**config.mk**
```make
export PLATFORM = sky130hd
export DESIGN_NAME = dma_controller_top
export DESIGN_NICKNAME = d
export VERILOG_FILES = /design/src/logic/dma_controller_pkg.sv /design/src/logic/dma_controller_irq.sv /design/src/logic/dma_controller_chan.sv /design/src/logic/dma_controller_top.sv
export VERILOG_INCLUDE_DIRS = /design/src /design/src/logic
export SDC_FILE = /design/constraint.sdc
export NUM_CORES = 2
export LEC_CHECK = 0
export ABC_AREA = 1
export ABC_CLOCK_PERIOD_IN_PS = 4300
export BUFFER_PORTS_ARGS = -buffer_cell sky130_fd_sc_hd__clkbuf_2
export CAP_MARGIN = 20
export CORE_MARGIN = 2
export CORE_UTILIZATION = 24
export DETAILED_ROUTE_END_ITERATION = 7
export MAX_ROUTING_LAYER = met4
export SLEW_MARGIN = 20
export SYNTH_ARGS = -nofsm -noshare
export SYNTH_HDL_FRONTEND = slang
export SYNTH_HIERARCHICAL = 1
export SYNTH_SLANG_ARGS = --single-unit
```
**constraint.sdc**
```tcl
create_clock -name clk -period 4.3 [get_ports clk]
set_input_delay 0.43 -clock clk [delete_from_list [all_inputs] [get_ports clk]]
set_output_delay 0.43 -clock clk [all_outputs]
set_load 0.005 [all_outputs]
```
**src/logic/dma_controller_map.svh**
```systemverilog
`ifndef DMA_CONTROLLER_MAP_SVH
`define DMA_CONTROLLER_MAP_SVH
// ----------------------------------------------------------------
// Register offsets
// ----------------------------------------------------------------
`define DMA_CONTROLLER_CH_SEL_HI 6
`define DMA_CONTROLLER_CH_SEL_LO 5
`define DMA_CONTROLLER_REG_SEL_HI 4
`define DMA_CONTROLLER_REG_SEL_LO 0
`define DMA_CONTROLLER_OFS_SAR 5'h00
`define DMA_CONTROLLER_OFS_DAR 5'h04
`define DMA_CONTROLLER_OFS_OFR 5'h08
`define DMA_CONTROLLER_OFS_TCR 5'h0c
`define DMA_CONTROLLER_OFS_CTL 5'h10
`define DMA_CONTROLLER_GLOBAL_BIT 7
`define DMA_CONTROLLER_OFS_IST 8'h80
`define DMA_CONTROLLER_OFS_IMSK 8'h84
// ----------------------------------------------------------------
// Control register fields
// ----------------------------------------------------------------
`define DMA_CONTROLLER_CTL_W 9
`define DMA_CONTROLLER_CTL_RUN 0
// ----------------------------------------------------------------
// Encodings and reset values
// ----------------------------------------------------------------
`define DMA_CONTROLLER_SZ_BYTE 2'h0
`define DMA_CONTROLLER_SZ_WORD 2'h1
`define DMA_CONTROLLER_AM_FIXED 2'h0
`define DMA_CONTROLLER_AM_OFFSET 2'h1
`define DMA_CONTROLLER_AM_INC 2'h2
`define DMA_CONTROLLER_AM_DEC 2'h3
`define DMA_CONTROLLER_BYTES_1 32'h0000_0001
`define DMA_CONTROLLER_BYTES_2 32'h0000_0002
`define DMA_CONTROLLER_BYTES_4 32'h0000_0004
`define DMA_CONTROLLER_FREE_RUN 32'h0000_0000
`define DMA_CONTROLLER_RST32 32'h0000_0000
`endif

```
**src/logic/dma_controller_pkg.sv**
```systemverilog
package dma_controller_pkg;
  // ----------------------------------------------------------------
  // Channel control word, bit 0 is the run bit
  // ----------------------------------------------------------------
  typedef struct packed {
    logic dir;            // Single address: 1 = address is dest
    logic single;         // Single address mode
    logic [1:0] dst_mode; // Destination update mode
    logic [1:0] src_mode; // Source update mode
    logic [1:0] size;     // Access size byte/word/long
    logic run;            // Channel running
  } dma_controller_ctrl_t;
  // ----------------------------------------------------------------
  // Address and count set of one channel
  // ----------------------------------------------------------------
  typedef struct packed {
    logic [31:0] src; // Source address
    logic [31:0] dst; // Destination address
    logic [31:0] ofs; // Offset step
    logic [31:0] cnt; // Remaining bytes
  } dma_controller_regs_t;
  // ----------------------------------------------------------------
  // Per-channel write selects
  // ----------------------------------------------------------------
  typedef struct packed {
    logic src;
    logic dst;
    logic ofs;
    logic cnt;
  } dma_controller_wsel_t;
  // ----------------------------------------------------------------
  // Channel run state
  // ----------------------------------------------------------------
  typedef enum logic {DMA_CONTROLLER_IDLE, DMA_CONTROLLER_RUN} dma_controller_state_t;
endpackage

```
**src/logic/dma_controller_irq.sv**
```systemverilog
`timescale 1ns/1ps
`include "dma_controller_map.svh"
module dma_controller_irq #(
  parameter int N = 8
) (
  input wire logic clk,
  input wire logic rst,
  input wire logic ce,
  input wire logic [N-1:0] event_in,
  input wire logic status_rd,
  input wire logic mask_we,
  input wire logic [N-1:0] mask_wdata,
  output logic [N-1:0] status,
  output logic [N-1:0] mask,
  output logic irq
);
  // ----------------------------------------------------------------
  // Sticky status, mask and interrupt line
  // ----------------------------------------------------------------
  logic [N-1:0] status_reg; // Sticky event bits
  logic [N-1:0] status_next;
  logic [N-1:0] mask_reg; // Interrupt enables
  logic [N-1:0] mask_next;
  logic irq_reg; // Level interrupt
  logic irq_next;

  // Next values, an event in the read cycle stays set
  always_comb begin
    status_next = status_rd ? event_in : (status_reg | event_in);
    mask_next = mask_we ? mask_wdata : mask_reg;
    irq_next = |(status_next & mask_next);
  end

  // Registers
  always_ff @(posedge clk or posedge rst) begin
    if (rst) begin
      status_reg <= '0;
      mask_reg <= '0;
      irq_reg <= 1'b0;
    end else if (ce) begin
      status_reg <= status_next;
      mask_reg <= mask_next;
      irq_reg <= irq_next;
    end
  end

  assign status = status_reg;
  assign mask = mask_reg;
  assign irq = irq_reg;
endmodule // dma_controller_irq

```
**src/logic/dma_controller_chan.sv**
```systemverilog
`timescale 1ns/1ps
`include "dma_controller_map.svh"
module dma_controller_chan (
  input wire logic clk,
  input wire logic rst,
  input wire logic ce,
  input dma_controller_pkg::dma_controller_wsel_t wsel,
  input wire logic [31:0] wdata,
  input dma_controller_pkg::dma_controller_ctrl_t ctrl,
  input wire logic step,
  output dma_controller_pkg::dma_controller_regs_t regs,
  output logic done,
  output logic escape
);
  // ----------------------------------------------------------------
  // State
  // ----------------------------------------------------------------
  dma_controller_pkg::dma_controller_regs_t regs_reg; // Address and count set
  dma_controller_pkg::dma_controller_regs_t regs_next;
  logic done_reg; // Count reached zero
  logic done_next;
  logic esc_reg; // Too few bytes left
  logic esc_next;
  logic [31:0] bytes; // Bytes per transfer
  logic [31:0] cnt_left; // Count after this transfer

  // Next address for one update mode, wraps at 32 bits [RULE_16]
  function automatic logic [31:0] upd(input logic [31:0] a,
                                      input logic [1:0] mode,
                                      input logic [31:0] ofs,
                                      input logic [31:0] b);
    logic [31:0] r;
    r = a;
    unique case (mode)
      `DMA_CONTROLLER_AM_FIXED: r = a;
      `DMA_CONTROLLER_AM_OFFSET: r = a + ofs;
      `DMA_CONTROLLER_AM_INC: r = a + b;
      `DMA_CONTROLLER_AM_DEC: r = a - b;
    endcase
    return r;
  endfunction

  // ----------------------------------------------------------------
  // Next values
  // ----------------------------------------------------------------
  always_comb begin
    regs_next = regs_reg;
    done_next = 1'b0;
    esc_next = 1'b0;
    // Step size per access size [RULE_13]
    if (ctrl.size == `DMA_CONTROLLER_SZ_BYTE) begin
      bytes = `DMA_CONTROLLER_BYTES_1;
    end else if (ctrl.size == `DMA_CONTROLLER_SZ_WORD) begin
      bytes = `DMA_CONTROLLER_BYTES_2;
    end else begin
      bytes = `DMA_CONTROLLER_BYTES_4;
    end
    cnt_left = regs_reg.cnt - bytes;
    // No step in the end cycle: run state drops one edge later
    if (step && ctrl.run && !done_reg && !esc_reg) begin
      // Fewer bytes left than one access: end without moving [RULE_15]
      if (regs_reg.cnt != `DMA_CONTROLLER_FREE_RUN && regs_reg.cnt < bytes) begin
        esc_next = 1'b1;
      end else begin
        // Source unused when address names the destination [RULE_03]
        if (!(ctrl.single && ctrl.dir)) begin
          // Same offset on both sides [RULE_09]
          regs_next.src = upd(regs_reg.src, ctrl.src_mode,
                              regs_reg.ofs, bytes); // [RULE_02]
        end
        // Destination unused when address names the source [RULE_05]
        if (!(ctrl.single && !ctrl.dir)) begin
          regs_next.dst = upd(regs_reg.dst, ctrl.dst_mode,
                              regs_reg.ofs, bytes); // [RULE_04]
        end
        // Zero count holds: free running [RULE_11]
        if (regs_reg.cnt != `DMA_CONTROLLER_FREE_RUN) begin
          regs_next.cnt = cnt_left; // [RULE_10]
          done_next = (cnt_left == `DMA_CONTROLLER_FREE_RUN); // [RULE_14]
        end
      end
    end
    // Software writes take the register
    if (wsel.src) begin
      regs_next.src = wdata; // [RULE_02]
    end
    if (wsel.dst) begin
      regs_next.dst = wdata; // [RULE_04]
    end
    if (wsel.ofs) begin
      regs_next.ofs = wdata; // [RULE_08]
    end
    if (wsel.cnt) begin
      regs_next.cnt = wdata; // [RULE_12]
    end
  end

  // ----------------------------------------------------------------
  // Registers
  // ----------------------------------------------------------------
  always_ff @(posedge clk or posedge rst) begin
    if (rst) begin
      regs_reg <= {4{`DMA_CONTROLLER_RST32}}; // [RULE_17]
      done_reg <= 1'b0;
      esc_reg <= 1'b0;
    end else if (ce) begin
      regs_reg <= regs_next;
      done_reg <= done_next;
      esc_reg <= esc_next;
    end
  end

  assign regs = regs_reg;
  assign done = done_reg;
  assign escape = esc_reg;
endmodule // dma_controller_chan

```
**src/logic/dma_controller_top.sv**
```systemverilog
// How it works
// [RULE_01] Four channels, each with own registers
// [RULE_02] Source address read/write, advances per transfer
// [RULE_03] Single mode, direction one: source ignored
// [RULE_04] Destination address read/write, advances per transfer
// [RULE_05] Single mode, direction zero: destination ignored
// [RULE_06] Addresses and count readable at any time
// [RULE_07] Software reads longwords, no writes while busy; the code takes register writes while the channel runs
// [RULE_08] Offset register read/write, used as step
// [RULE_09] One offset serves both source and destination
// [RULE_10] Count is total bytes to move
// [RULE_11] Zero count means free running, held
// [RULE_12] All-ones count is largest total size
// [RULE_13] Count drops by one, two or four
// [RULE_14] Count reaching zero raises transfer end
// [RULE_15] Too few bytes left raises escape end
// [RULE_16] Address updates wrap at thirty-two bits
// [RULE_17] Reset clears addresses, offset and count
//
// Implementation choices: the address map and the plain strobed port.
`timescale 1ns/1ps
`include "dma_controller_map.svh"
module dma_controller_top #(
  parameter int NCH = 4
) (
  input wire logic clk,
  input wire logic rst,
  input wire logic ce,
  input wire logic [7:0] reg_addr,
  input wire logic [31:0] reg_wdata,
  input wire logic reg_we,
  input wire logic reg_re,
  output logic [31:0] reg_rdata,
  input wire logic [NCH-1:0] xfer_step,
  output dma_controller_pkg::dma_controller_regs_t chan_regs [NCH],
  output logic [NCH-1:0] chan_busy,
  output logic [NCH-1:0] xfer_done,
  output logic [NCH-1:0] xfer_escape,
  output logic irq
);
  // ----------------------------------------------------------------
  // Address decode
  // ----------------------------------------------------------------
  logic [1:0] ch_sel; // Channel index
  logic [4:0] reg_sel; // Register within channel
  logic is_global; // Global register page
  logic ch_hit; // Channel page, channel exists

  // Split the address into page, channel and register
  always_comb begin
    ch_sel = reg_addr[`DMA_CONTROLLER_CH_SEL_HI:`DMA_CONTROLLER_CH_SEL_LO];
    reg_sel = reg_addr[`DMA_CONTROLLER_REG_SEL_HI:`DMA_CONTROLLER_REG_SEL_LO];
    is_global = reg_addr[`DMA_CONTROLLER_GLOBAL_BIT];
    ch_hit = !is_global && (int'(ch_sel) < NCH);
  end

  // ----------------------------------------------------------------
  // Channel control registers and run state
  // ----------------------------------------------------------------
  dma_controller_pkg::dma_controller_ctrl_t ctl_reg [NCH]; // Control fields
  dma_controller_pkg::dma_controller_ctrl_t ctl_next [NCH];
  dma_controller_pkg::dma_controller_state_t st_reg [NCH]; // Run state
  dma_controller_pkg::dma_controller_state_t st_next [NCH];
  logic [NCH-1:0] busy_reg; // Busy mirror for the port
  logic [NCH-1:0] busy_next;
  dma_controller_pkg::dma_controller_ctrl_t ctl_eff [NCH]; // Control with live run bit
  dma_controller_pkg::dma_controller_wsel_t wsel [NCH]; // Write selects per channel
  dma_controller_pkg::dma_controller_regs_t regs [NCH]; // Channel register sets
  logic [NCH-1:0] done; // Transfer end pulses
  logic [NCH-1:0] esc; // Escape end pulses

  // Control next values and write selects
  always_comb begin
    for (int i = 0; i < NCH; i++) begin
      ctl_next[i] = ctl_reg[i];
      st_next[i] = st_reg[i];
      wsel[i] = '0;
      // A finished channel stops
      if (done[i] || esc[i]) begin
        st_next[i] = dma_controller_pkg::DMA_CONTROLLER_IDLE;
      end
      if (reg_we && ch_hit && int'(ch_sel) == i) begin
        wsel[i].src = (reg_sel == `DMA_CONTROLLER_OFS_SAR);
        wsel[i].dst = (reg_sel == `DMA_CONTROLLER_OFS_DAR);
        wsel[i].ofs = (reg_sel == `DMA_CONTROLLER_OFS_OFR);
        wsel[i].cnt = (reg_sel == `DMA_CONTROLLER_OFS_TCR);
        if (reg_sel == `DMA_CONTROLLER_OFS_CTL) begin
          ctl_next[i] = reg_wdata[`DMA_CONTROLLER_CTL_W-1:0];
          // Run bit starts or stops the channel
          if (reg_wdata[`DMA_CONTROLLER_CTL_RUN]) begin
            st_next[i] = dma_controller_pkg::DMA_CONTROLLER_RUN;
          end else begin
            st_next[i] = dma_controller_pkg::DMA_CONTROLLER_IDLE;
          end
        end
      end
      busy_next[i] = (st_next[i] == dma_controller_pkg::DMA_CONTROLLER_RUN);
      // Live run bit comes from the state
      ctl_eff[i] = ctl_reg[i];
      ctl_eff[i].run = (st_reg[i] == dma_controller_pkg::DMA_CONTROLLER_RUN);
    end
  end

  // Control registers
  always_ff @(posedge clk or posedge rst) begin
    if (rst) begin
      for (int i = 0; i < NCH; i++) begin
        ctl_reg[i] <= '0;
        st_reg[i] <= dma_controller_pkg::DMA_CONTROLLER_IDLE;
      end
      busy_reg <= '0;
    end else if (ce) begin
      for (int i = 0; i < NCH; i++) begin
        ctl_reg[i] <= ctl_next[i];
        st_reg[i] <= st_next[i];
      end
      busy_reg <= busy_next;
    end
  end

  // ----------------------------------------------------------------
  // Channel address and count units
  // ----------------------------------------------------------------
  // One unit per channel [RULE_01]
  for (genvar g = 0; g < NCH; g++) begin : g_chan
    dma_controller_chan u_chan (
      .clk(clk),
      .rst(rst),
      .ce(ce),
      .wsel(wsel[g]),
      .wdata(reg_wdata),
      .ctrl(ctl_eff[g]),
      .step(xfer_step[g]),
      .regs(regs[g]),
      .done(done[g]),
      .escape(esc[g])
    );
  end

  // ----------------------------------------------------------------
  // Interrupt status and mask
  // ----------------------------------------------------------------
  logic [2*NCH-1:0] ist; // Sticky status, escape above end
  logic [2*NCH-1:0] imsk; // Mask
  logic ist_rd; // Status read clears
  logic imsk_we; // Mask write
  logic irq_w; // Interrupt from the status unit

  // Global register strobes
  always_comb begin
    ist_rd = reg_re && (reg_addr == `DMA_CONTROLLER_OFS_IST);
    imsk_we = reg_we && (reg_addr == `DMA_CONTROLLER_OFS_IMSK);
  end

  // Both end kinds reach the CPU [RULE_14] [RULE_15]
  dma_controller_irq #(
    .N(2*NCH)
  ) u_irq (
    .clk(clk),
    .rst(rst),
    .ce(ce),
    .event_in({esc, done}),
    .status_rd(ist_rd),
    .mask_we(imsk_we),
    .mask_wdata(reg_wdata[2*NCH-1:0]),
    .status(ist),
    .mask(imsk),
    .irq(irq_w)
  );

  // ----------------------------------------------------------------
  // Read data
  // ----------------------------------------------------------------
  logic [31:0] rdata_reg; // Read data, one cycle after strobe
  logic [31:0] rdata_next;

  // Read mux, open while the channel runs [RULE_06]
  always_comb begin
    rdata_next = `DMA_CONTROLLER_RST32;
    if (reg_re) begin
      if (ch_hit) begin
        unique case (reg_sel)
          `DMA_CONTROLLER_OFS_SAR: rdata_next = regs[ch_sel].src;
          `DMA_CONTROLLER_OFS_DAR: rdata_next = regs[ch_sel].dst;
          `DMA_CONTROLLER_OFS_OFR: rdata_next = regs[ch_sel].ofs;
          `DMA_CONTROLLER_OFS_TCR: rdata_next = regs[ch_sel].cnt;
          `DMA_CONTROLLER_OFS_CTL: begin
            rdata_next[`DMA_CONTROLLER_CTL_W-1:0] = ctl_eff[ch_sel];
          end
          default: rdata_next = `DMA_CONTROLLER_RST32;
        endcase
      end else if (reg_addr == `DMA_CONTROLLER_OFS_IST) begin
        rdata_next[2*NCH-1:0] = ist;
      end else if (reg_addr == `DMA_CONTROLLER_OFS_IMSK) begin
        rdata_next[2*NCH-1:0] = imsk;
      end
    end
  end

  // Read data register
  always_ff @(posedge clk or posedge rst) begin
    if (rst) begin
      rdata_reg <= `DMA_CONTROLLER_RST32;
    end else if (ce) begin
      rdata_reg <= rdata_next;
    end
  end

  // ----------------------------------------------------------------
  // Outputs, each from a flip-flop
  // ----------------------------------------------------------------
  assign reg_rdata = rdata_reg;
  assign chan_busy = busy_reg;
  assign xfer_done = done;
  assign xfer_escape = esc;
  assign irq = irq_w;
  assign chan_regs = regs;
endmodule // dma_controller_top

```
==> summary.md <==
| Metric | Value |
|---|---|
| Outcome | complete, no violations |
| Dpl hpwl | 324000 um |
| Post-synth top area cell | dfrtp_1 |
| IO Pins | 606 |
| Core Util, Final | 0.283 |
| Worst Clk Skew | 50.1 ps |
| Crit-path max FO | 5 |
| Slew HR | 0.238 |
| Grt total ovfl | 0 |
| Total power after layout | 0.0187 W |
| Max-cap viol count | 0 |
| R2R Setup Slk | 250 ps |
| Syn nets | 9538 |
| Nets | 10100 |
| Bufs on Longest Clock Path | 3 |
| Worst-case reg-to-reg path depth | 20 |
| First-pass iteration count of the detailed router | 6 |
| CP required | 4950 ps |
| Syn. warnings | 6 |
| Cells along the critical path | inv_1, ha_1, nand3_1, inv_1, nand3_1, nor3_2, nand2_1, xor2_1, o21ai_0, ha_1, a21oi_1, nor2_1, nor2_1, o21ai_0, a21oi_1, nand2_1, nand2_1, nand3_1, nand2_1, nand2_1 |
| Post-synthesis cell count | 9213 |
| Number of global-route vias before repair | 63600 |
| Max incr delay on CP | 430 ps |
| # DRC | 0 |
| Routed len/inst | 30.5 um |
| Worst hold path class | in2async |
| Iteration-0 DRC Markers | 9963 |
| Endpoints failing setup | 0 |
| Final Max Tran Viols | 0 |
| Final Hold Fails | 0 |
| Average vias per placed instance | 5.39 |
| Clk Latency, worst-skew pair | 800 ps |
| Post-CTS Setup Repair Bufs | 0 |
| Slowest stage cell, crit path | dfrtp_1 |
| Commonest cells after routing, fill and taps aside | nand2_1, inv_1, o21ai_0 |
| FFs w/ async S/R, synth | 1.00 |
| Gpl congestion | 1.10 |
| Crit path capture type | flop |
| Mean post-synth cell area | 6.13 um^2 |
| Total number of vias | 70200 |
| Hold_buf cts | 0 |
| Worst r2r src | g_chan[2].u_chan/regs[32]$_DFFE_PP0P_ |
| RR Endpoint | g_chan[2].u_chan/regs[93]$_DFFE_PP0P_ |
| Routed WL | 397000 um |
| RSZ-0062 raised after global routing | false |
| Clock net sink count | 605 |
| Die W | 489 um |
| CP arrival | 4700 ps |
| Crit start category | flop |
| Cell leakage power | 34.6 nW |
| Htree depth | 3 |
| Library cells used by synthesis | 54 |
| Area of the multi-input gates | 36200 um^2 |
| Clock transition at path regs | 70 ps |
| Setup_tns | 0 ps |
| GR Util All Layers | 0.330 |
| Tcrit/Tclk final | 0.942 |
| Buf/Inv on CP | 2 |
| Crit path time final | 4050 ps |
| Row cnt | 178 |
| Share of cells above drive strength 1 | 0.114 |
| Max reg flops | 512 |
| Initial Utilization | 0.241 |
| Root buffer cell | clkbuf_16 |
| Area growth, synth to finish | 17.7% |
| First-pass GRT wire length | 533000 um |
| CTS tree | yes |
| Slew @ Worst Pin | 1140 ps |
| Ys flop type | dfrtp_1 |
| Commonest non-fill, non-tap cell in the layout | nand2_1 |
| Synth area leaders | dfrtp_1, nand2_1, o21ai_0 |
| Cell Pwr Density | 281 nW/um^2 |
| Yosys top cell area share | 0.268 |
| Number of fill cells in the layout | 27200 |
| Die outline height | 489 um |
| Post-synthesis sequential area ratio | 0.268 |
| Core area | 235000 um^2 |
| FMAX | 0.247 GHz |
| Most frequent CP cell | nand2_1 |
| Die area | 239000 um^2 |
| Number of port buffers | 605 |
| Largest net degree at the start of global routing | 151 |
| Total CTS buffers | 86 |
| Reg area | 15100 um^2 |
| Worst IR Drop VDD | 0.275 mV |
| Critical path's top delay family | simple AND/OR/NAND/NOR gates |
| Seq cells post-synth | 605 |
| Cell area after synthesis | 56500 um^2 |
| ANT nets after route | 0 |
| Initial antenna violation count | 42 |
| CP Class | reg2reg |
| EDFF count, synth | 0 |
[stage by stage]
| step | cell area, um^2 | instances | setup WS (ps) | hold slack (ps) |
|---|---|---|---|---|
| 5_1_grt | 66500 | 13000 | 3.61 | 151 |
| 6_report | 66500 | 13000 | 250 | 146 |
| 3_3_place_gp | 63500 | 12800 | 229 | 465 |
| 4_1_cts | 66400 | 13000 | 270 | 80.7 |
| 3_5_place_dp | 63500 | 12800 | 277 | 464 |
| 2_1_floorplan | 56500 | 9213 | 401 | 356 |
[timing repair]
action | 4_1_cts | 5_1_grt
hold endpoints to repair | 0 | 0
gates resized for setup | 0 | 3
setup endpoints to repair | 0 | 5
[cells in the mapped netlist (all sizes together) (107+ instances only)]
master  number
a21oi      486
buf        160
clkbuf     174
dfrtp      605
ha         264
inv        936
nand2     3281
nand3      708
nand4      107
nor2       835
o21ai      925
xor2       226
[kinds of logic (layout without fill, tap and decap cells)]
| group | count (synthesis) | after routing | share of synthesized area |
|---|---|---|---|
| adder cells (fa/ha/maj) | 276 | 276 | 0.0627 |
| XOR/XNOR | 280 | 280 | 0.0434 |
| other | 0 | 33 | 0 |
| AND/OR/NAND/NOR | 5109 | 5109 | 0.372 |
| multiplexers | 1 | 1 | 0.000177 |
| AO/OA/AOI/OAI | 1663 | 1663 | 0.161 |
| flip-flops | 605 | 605 | 0.268 |
| buffers and inverters | 1279 | 1914 | 0.0936 |
[how the worst max path moves through the flow]
stage / depth (start not counted) / slack (ps) / to / start
after floorplan: 1 / 400 / g_chan[0].u_chan/done$_DFFE_PP0P_ / rst
after global placement: 20 / 230 / g_chan[0].u_chan/regs[119]$_DFFE_PP0P_ / g_chan[0].u_chan/regs[32]$_DFFE_PP0P_
after detailed placement: 20 / 280 / g_chan[0].u_chan/regs[119]$_DFFE_PP0P_ / g_chan[0].u_chan/regs[32]$_DFFE_PP0P_
after CTS: 20 / 270 / g_chan[0].u_chan/regs[119]$_DFFE_PP0P_ / g_chan[0].u_chan/regs[32]$_DFFE_PP0P_
after global routing: 20 / 4 / g_chan[0].u_chan/regs[119]$_DFFE_PP0P_ / g_chan[0].u_chan/regs[32]$_DFFE_PP0P_
final: 20 / 250 / g_chan[2].u_chan/regs[93]$_DFFE_PP0P_ / g_chan[2].u_chan/regs[32]$_DFFE_PP0P_
[report_power, final]
group	internal, W	switching [W]	total, W
clock network	0.00425	0.00341	0.00766
logic	0.00112	0.00303	0.00415
registers	0.00601	0.000866	0.00688
[routing by layer]
layer,part of all wire,wire length (um),track usage
met5,0,0,-
met1,0.42,165000,0.436
met4,0.079,31600,0.214
met2,0.40,159000,0.456
met3,0.10,41600,0.0630
[layout make-up]
class,count,area share
multi-input combinational,7329,0.544
sequential,605,0.228
timing repair buffer,811,0.0712
tap,3150,0.0593
inverter,945,0.0538
clock buffer,114,0.0365
clock inverter,44,0.00655
antenna,33,0.00124
[worst register-to-register path: stages, from the launching register on]
cell     delay (ps)
dfrtp_1         430
inv_1           130
ha_1            210
nand3_1         170
inv_1           130
nand3_1         130
nor3_2          200
nand2_1         170
xor2_1          180
o21ai_0         410
ha_1            380
a21oi_1         350
nor2_1           70
nor2_1          140
o21ai_0         180
a21oi_1         230
nand2_1          70
nand2_1          60
nand3_1         120
nand2_1         100
nand2_1          50
No activity file was read; power rests on OpenSTA's default activity.
